`config.mk`:
```
export PLATFORM = sky130hd
export DESIGN_NAME = adc_port_device_flat
export DESIGN_NICKNAME = d
export VERILOG_FILES = /design/src/hdl/adc_port_pkg.sv /design/src/hdl/adc_link_if.sv /design/src/hdl/adc_port_device.sv /design/src/flat_wrapper.sv
export VERILOG_INCLUDE_DIRS = /design/src /design/src/hdl
export SDC_FILE = /design/constraint.sdc
export NUM_CORES = 1
export LEC_CHECK = 0
export BUFFER_PORTS_ARGS = -buffer_cell sky130_fd_sc_hd__buf_2
export CAP_MARGIN = 10
export CORE_MARGIN = 2
export CORE_UTILIZATION = 50
export CTS_BUF_LIST = sky130_fd_sc_hd__clkbuf_16
export DETAILED_ROUTE_END_ITERATION = 6
export HOLD_SLACK_MARGIN = 0.05
export PLACE_DENSITY = 0.65
export SLEW_MARGIN = 20
export SYNTH_ARGS = -nofsm -noshare
export SYNTH_HDL_FRONTEND = slang
export SYNTH_SLANG_ARGS = --single-unit
```
`constraint.sdc`:
```
create_clock -name clk_sys -period 2.9 [get_ports clk_sys]
set_input_delay 0.87 -clock clk_sys [delete_from_list [all_inputs] [get_ports clk_sys]]
set_output_delay 0.87 -clock clk_sys [all_outputs]
set_load 0.01 [all_outputs]
```
`src/hdl/adc_port_defs.svh`:
```
// Timing and format constants shared by both ends of the converter readout port.
// Assumes a 25 MHz system clock on both ends.
`ifndef ADC_PORT_DEFS_SVH
`define ADC_PORT_DEFS_SVH

// System clock period
`define CLK_PERIOD_NS 40
// Convert edge to data available, least and longest
`define CONV_MIN_NS 300
`define CONV_MAX_NS 500
`define CONV_MIN_CYC ((`CONV_MIN_NS + `CLK_PERIOD_NS - 1) / `CLK_PERIOD_NS)
`define CONV_MAX_CYC (`CONV_MAX_NS / `CLK_PERIOD_NS)
// Result word and chain delay in serial clock cycles
`define RESULT_BITS 16
`define CHAIN_DELAY_BITS 16
// Host side pacing: serial clock half period, wait before readout
`define SCK_HALF_CYC 4
`define CONV_WAIT_CYC (`CONV_MAX_CYC + 4)
`define LEAD_CYC 8

`endif

```
`src/hdl/adc_port_pkg.sv`:
```
// Types shared by both ends of the converter readout port.
// Assumes nothing beyond the constants header.
package adc_port_pkg;
  // Interface mode chosen at each convert rising edge
  typedef enum logic {MODE_CS = 1'b0, MODE_CHAIN = 1'b1} mode_e;
  // Device sequencing
  typedef enum logic [1:0] {
    DEV_IDLE = 2'b00,
    DEV_CONV = 2'b01,
    DEV_READY = 2'b10
  } dev_state_e;
  // Host sequencing
  typedef enum logic [2:0] {
    HOST_IDLE = 3'b000,
    HOST_SETUP = 3'b001,
    HOST_CONV = 3'b010,
    HOST_LEAD = 3'b011,
    HOST_CLK = 3'b100,
    HOST_DONE = 3'b101
  } host_state_e;
endpackage

```
`src/hdl/adc_link_if.sv`:
```
// Serial link between converter port and host.
// The result line is three-state; a released line reads high (pull-up).
`timescale 1ns/1ps
`default_nettype none
interface adc_link_if;
  logic convert_strobe;
  logic serial_clk;
  logic serial_chain_in;
  logic serial_result_out;
  logic serial_result_oe;
  logic serial_result_line;

  // Resolved level of the result wire
  assign serial_result_line = serial_result_oe ? serial_result_out : 1'b1;

  modport device (
    input convert_strobe,
    input serial_clk,
    input serial_chain_in,
    output serial_result_out,
    output serial_result_oe
  );
  modport host (
    output convert_strobe,
    output serial_clk,
    output serial_chain_in,
    input serial_result_line
  );
endinterface
`default_nettype wire

```
`src/hdl/adc_port_device.sv`:
```
// Converter end of the serial readout port: conversion timing, mode choice,
// chip-select style and daisy-chain shifting, busy indication.
// Assumes all link pins are asynchronous to clk_sys and that sample_value
// holds the digitised input, already straight binary, on clk_sys.
`timescale 1ns/1ps
`default_nettype none
`include "adc_port_defs.svh"

module adc_port_device
  import adc_port_pkg::*;
#(
  parameter int RESULT_W = `RESULT_BITS,
  parameter int CONV_CYC = `CONV_MIN_CYC
) (
  input wire logic clk_sys,
  input wire logic rst_b,
  adc_link_if.device link,
  input wire logic [RESULT_W-1:0] sample_value,
  output logic conv_busy,
  output logic conv_done,
  output logic chain_mode,
  output logic busy_ind
);
  localparam int CW = $clog2(RESULT_W + 2);
  localparam logic [4:0] CONV_LAST = 5'(CONV_CYC - 1);
  localparam logic [CW-1:0] BITS_W = CW'(RESULT_W);

  // Two-stage synchronisers plus an edge history stage
  logic [2:0] cnv_sy;
  logic [2:0] sck_sy;
  logic [2:0] sdi_sy;
  logic cnv_s;
  logic sck_s;
  logic sdi_s;
  logic cnv_rise;
  logic sck_fall;
  logic select_cs;

  always_ff @(posedge clk_sys or negedge rst_b) begin
    if (!rst_b) begin
      cnv_sy <= 3'h0;
      sck_sy <= 3'h0;
      sdi_sy <= 3'h7;
    end else begin
      cnv_sy <= {cnv_sy[1:0], link.convert_strobe};
      sck_sy <= {sck_sy[1:0], link.serial_clk};
      sdi_sy <= {sdi_sy[1:0], link.serial_chain_in};
    end
  end

  // Edges and levels seen after synchronisation
  assign cnv_s = cnv_sy[1];
  assign sck_s = sck_sy[1];
  assign sdi_s = sdi_sy[1];
  assign cnv_rise = cnv_sy[1] & ~cnv_sy[2];
  assign sck_fall = ~sck_sy[1] & sck_sy[2];
  assign select_cs = ~cnv_s | ~sdi_s;

  // Sequencer state
  dev_state_e state_reg, state_next;
  mode_e mode_reg, mode_next;
  logic busy_en_reg, busy_en_next;
  logic [4:0] conv_cnt_reg, conv_cnt_next;
  logic [RESULT_W-1:0] sample_reg, sample_next;
  logic [RESULT_W:0] shift_reg, shift_next;
  logic [CW-1:0] bits_left_reg, bits_left_next;
  logic first_reg, first_next;
  logic sdo_reg, sdo_next;
  logic oe_reg, oe_next;
  logic done_reg, done_next;
  logic conv_busy_reg, conv_busy_next;

  // Next-state logic for conversion and shifting
  always_comb begin
    state_next = state_reg;
    mode_next = mode_reg;
    busy_en_next = busy_en_reg;
    conv_cnt_next = conv_cnt_reg;
    sample_next = sample_reg;
    shift_next = shift_reg;
    bits_left_next = bits_left_reg;
    first_next = first_reg;
    sdo_next = sdo_reg;
    oe_next = oe_reg;
    done_next = 1'b0;
    if (cnv_rise) begin
      // Mode from the chain input level at the convert edge
      mode_next = sdi_s ? MODE_CS : MODE_CHAIN;
      // Chain busy chosen by a high serial clock at the edge
      busy_en_next = ~sdi_s & sck_s;
      sample_next = sample_value;
      conv_cnt_next = 5'h00;
      state_next = DEV_CONV;
      bits_left_next = '0;
      sdo_next = 1'b0;
      oe_next = ~sdi_s; // Chain output stays driven, CS output released
    end else begin
      unique case (state_reg)
        DEV_IDLE: begin
          oe_next = 1'b0;
        end
        DEV_CONV: begin
          conv_cnt_next = conv_cnt_reg + 5'h01;
          if (conv_cnt_reg == CONV_LAST) begin
            state_next = DEV_READY;
            done_next = 1'b1;
            first_next = 1'b1;
            if (mode_reg == MODE_CS) begin
              busy_en_next = select_cs;
              if (select_cs) begin
                // Busy slot low ahead of the word
                shift_next = {1'b0, sample_reg};
                bits_left_next = BITS_W + CW'(1);
              end else begin
                shift_next = {sample_reg, 1'b0};
                bits_left_next = BITS_W;
              end
              oe_next = select_cs;
              sdo_next = shift_next[RESULT_W];
            end else begin
              shift_next = {sample_reg, 1'b0};
              bits_left_next = BITS_W;
              oe_next = 1'b1;
              sdo_next = busy_en_reg ? sdi_s : sample_reg[RESULT_W-1];
            end
          end
        end
        DEV_READY: begin
          if (mode_reg == MODE_CS) begin
            if (!select_cs || bits_left_reg == '0) begin
              oe_next = 1'b0;
            end else if (sck_fall) begin
              shift_next = {shift_reg[RESULT_W-1:0], 1'b0};
              bits_left_next = bits_left_reg - CW'(1);
              sdo_next = shift_next[RESULT_W];
              oe_next = (bits_left_reg != CW'(1));
            end else begin
              oe_next = 1'b1;
              sdo_next = shift_reg[RESULT_W];
            end
          end else begin
            oe_next = 1'b1;
            if (sck_fall) begin
              // Chain input enters at the bottom, leaves 16 falls later
              shift_next = {shift_reg[RESULT_W-1:0], sdi_s};
              sdo_next = shift_next[RESULT_W];
              first_next = 1'b0;
            end else if (busy_en_reg && first_reg) begin
              // Upstream completion passed on before the first fall
              sdo_next = sdi_s ? 1'b1 : shift_reg[RESULT_W];
            end
          end
        end
        default: begin
          state_next = DEV_IDLE;
        end
      endcase
    end
    conv_busy_next = (state_next == DEV_CONV);
  end

  // Sequencer registers
  always_ff @(posedge clk_sys or negedge rst_b) begin
    if (!rst_b) begin
      state_reg <= DEV_IDLE;
      mode_reg <= MODE_CS;
      busy_en_reg <= 1'b0;
      conv_cnt_reg <= 5'h00;
      sample_reg <= '0;
      shift_reg <= '0;
      bits_left_reg <= '0;
      first_reg <= 1'b0;
      sdo_reg <= 1'b0;
      oe_reg <= 1'b0;
      done_reg <= 1'b0;
      conv_busy_reg <= 1'b0;
    end else begin
      state_reg <= state_next;
      mode_reg <= mode_next;
      busy_en_reg <= busy_en_next;
      conv_cnt_reg <= conv_cnt_next;
      sample_reg <= sample_next;
      shift_reg <= shift_next;
      bits_left_reg <= bits_left_next;
      first_reg <= first_next;
      sdo_reg <= sdo_next;
      oe_reg <= oe_next;
      done_reg <= done_next;
      conv_busy_reg <= conv_busy_next;
    end
  end

  // Outputs straight from flip-flops
  assign link.serial_result_out = sdo_reg;
  assign link.serial_result_oe = oe_reg;
  assign conv_busy = conv_busy_reg;
  assign conv_done = done_reg;
  assign chain_mode = mode_reg;
  assign busy_ind = busy_en_reg;
endmodule
`default_nettype wire

```
`src/flat_wrapper.sv`:
```
// flat-port wrapper written by rule: the top's interface ports become plain ports
module adc_port_device_flat import adc_port_pkg::*;
#(
  parameter int RESULT_W = `RESULT_BITS,
  parameter int CONV_CYC = `CONV_MIN_CYC
)
  (clk_sys, rst_b, sample_value, conv_busy, conv_done, chain_mode, busy_ind, link_convert_strobe, link_serial_clk, link_serial_chain_in, link_serial_result_out, link_serial_result_oe);
  adc_link_if link_i ();
  input wire logic clk_sys;
  input wire logic rst_b;
  input wire logic [RESULT_W-1:0] sample_value;
  output logic conv_busy;
  output logic conv_done;
  output logic chain_mode;
  output logic busy_ind;
  input wire logic [$bits(link_i.convert_strobe)-1:0] link_convert_strobe;
  input wire logic [$bits(link_i.serial_clk)-1:0] link_serial_clk;
  input wire logic [$bits(link_i.serial_chain_in)-1:0] link_serial_chain_in;
  output wire logic [$bits(link_i.serial_result_out)-1:0] link_serial_result_out;
  output wire logic [$bits(link_i.serial_result_oe)-1:0] link_serial_result_oe;
  assign link_i.convert_strobe = link_convert_strobe;
  assign link_i.serial_clk = link_serial_clk;
  assign link_i.serial_chain_in = link_serial_chain_in;
  assign link_serial_result_out = link_i.serial_result_out;
  assign link_serial_result_oe = link_i.serial_result_oe;
  adc_port_device #(.RESULT_W(RESULT_W), .CONV_CYC(CONV_CYC)) u_core (.clk_sys(clk_sys), .rst_b(rst_b), .link(link_i), .sample_value(sample_value), .conv_busy(conv_busy), .conv_done(conv_done), .chain_mode(chain_mode), .busy_ind(busy_ind));
endmodule
```
==> summary.txt <==
area occupied by multi-input gates: 1380 um2
Critical Path Start Type: flip-flop
RSZ-0062 raised after global routing: false
Fin Hold WS: 0.351 ns
ratio of final minimum period to clock period: 84.8%
Largest stage delay, worst path: 0.52 ns
grt ovf: 0
hold path start: u_core.sck_sy[0]
Worst-Skew Late Latency: 0.32 ns
Most used DFF post-synth: dfrtp_1
nets@finish: 354
crit path from: u_core.bits_left_reg[0]
VDD IR max: 411 uV
antenna viol nets, final: 0
register area: 1500 um2
Max Clk Rate: 407 MHz
asr flop ratio synth: 100%
synthesis-to-finish area growth: 16.5%
# H-tree levels: 3
Cell Area, Synth: 3010 um2
type of the tightest min-delay check: flip-flop to flip-flop
Power Density: 875 nW/um2
max reg flops: 17
Worst EP arrival: 2.66 ns
Final GP Congestion: 0.867
vias per cell: 5.37
Die W: 81.5 um
largest net degree at the start of global routing: 44
Max stage delay cell, worst path: or4b_4
Seq cells post-synth: 60
placement row count: 28
delay-heaviest family, CP: simple AND/OR/NAND/NOR gates
commonest cells after routing, fill and taps aside: nand2_1, dfrtp_1, buf_2
core region area: 5850 um2
Detailed Place HPWL: 3.82 mm
max cap viols: 0
Crit. End Element: flip-flop
CTS Buf Count: 9
# fillers: 499
setup violators final: 0
cts repair resizes: 0
Initial DRC Count: 135
Syn. warnings: 0
final-report max-slew violation count: 0
Mapped Nets: 327
drt wl/cell: 14.4 um
die span in y: 81.5 um
crit-path cells: inv_1, ha_1, or4b_4, a211oi_2, or4_1, buf_4, mux2_2
Die Area: 6650 um2
Crit Path Category: flip-flop to flip-flop
min Tclk post-route: 2.46 ns
Synth cell types: 50
Starting Density: 51.4%
# Post-CTS Setup Buffers: 0
number of synthesized flops with an enable pin: 0
CP required: 3.10 ns
status: complete, no violations
worst slew pin tran: 0.624 ns
Buf+Inv Stages, Crit Path: 2
max_slew headroom: 57.3%
first-pass GRT wire length: 9.67 mm
R2R Setup Slk: 0.44 ns
Pleak: 1.70 nW
clock buffer depth: 2
number of diodes: 0
Critical Path Fanout Max: 17
CTS tree: yes
CTS Hold Buffers Added: 0
gr usage total: 19.1%
port buffer count: 26
Clock Root Buffer: clkbuf_16
synthesized instance count: 299
DRT Pass-1 Iters: 4
Remaining DRCs: 0
R2R Path Start: u_core.bits_left_reg[0]
Vias: 2182
synthesized area per cell: 10.1 um2
clk_skew: 0.00581 ns
Seq/Total Area, Yosys: 50.0%
total negative slack: 0 ns
initial antenna violation count: 0
clock transition at the registers of the reported paths: 0.05 ns
Post-Route WL: 5.84 mm
vias in the first global route: 2068
Ports: 27
share of layout cells above drive strength 1: 22.4%
commonest non-fill, non-tap cell in the layout: nand2_1
clk sinks: 60
Final Hold Viols: 0
[worst paths after layout]
| path | to | cells after the start |
|---|---|---|
| min reg2reg | u_core.sck_sy[1] | 0 |
| max | u_core.shift_reg[10] | 7 |
| max in group asynchronous | u_core.sdi_sy[0] | 2 |
| min in group asynchronous | u_core.bits_left_reg[4] | 1 |
| min | u_core.sck_sy[1] | 0 |
| max reg2reg | u_core.shift_reg[10] | 7 |
[synth_stat cells, drive strengths merged (2+ instances only)]
library cell	count	share of area, %
buf	6	1.6
ha	7	2.9
nand3	3	0.50
nand4	3	0.62
nor3	4	0.67
dfrtp	58	48
a21oi	8	1.3
a211oi	2	0.67
xor2	3	0.87
mux2i	21	7.0
inv	9	1.1
mux2	16	7.1
o31ai	4	1.0
a31oi	2	0.42
dfstp	2	1.7
nor4	2	0.42
or3	2	0.42
nor2b	2	0.42
o211ai	2	0.50
nor2	12	1.5
nand2	73	9.1
clkbuf	13	1.6
o21ai	24	4.1
[metal layers]
| layer | vias to the layer above | global-route usage (%) | wire [um] | part of all wire [%] |
|---|---|---|---|---|
| met5 | - | 0 | 0 | 0 |
| met3 | 9 | 4.95 | 278 | 4.8 |
| met2 | 51 | 27.9 | 2640 | 45 |
| met1 | 1041 | 27.4 | 2840 | 49 |
| met4 | 0 | 7.29 | 83 | 1.4 |
| li1 | 1081 | - | - | - |
[layout make-up]
| cell class | instances | share of cell area, % |
|---|---|---|
| Inverter | 9 | 0.964 |
| Sequential cell | 60 | 42.9 |
| Timing Repair Buffer | 35 | 6.00 |
| Tap cell | 75 | 2.68 |
| Multi-Input combinational cell | 211 | 39.4 |
| Clock buffer | 9 | 6.43 |
| Clock inverter | 7 | 1.64 |
[stage by stage]
step	setup slack, ns	power, W	utilization (%)	instances	cell area, um2
4_1_cts	0.453	0.00309	59.9	406	3500
2_1_floorplan	0.674	0.00188	-	299	3010
5_1_grt	0.329	0.00325	59.9	406	3500
3_5_place_dp	0.457	0.00207	55.0	390	3220
6_report	0.441	0.00307	59.9	406	3500
3_3_place_gp	0.551	0.00204	55.0	390	3220
[logic make-up after synthesis]
family | synth area share, %
xor gates and xnor gates | 1.17
muxes | 14.1
buffers and inverters | 4.33
adders and majority gates | 2.91
and+or+nand+nor | 16.2
DFF | 50.0
AOI/OAI and AO/OA | 11.2
[report_power, final]
part / internal (W) / switching [W]
registers: 0.00106 / 0.000157
clock network: 0.000651 / 0.000352
logic: 0.000441 / 0.000401
total: 0.00216 / 0.000910
Power figures use the tool's default switching activity.
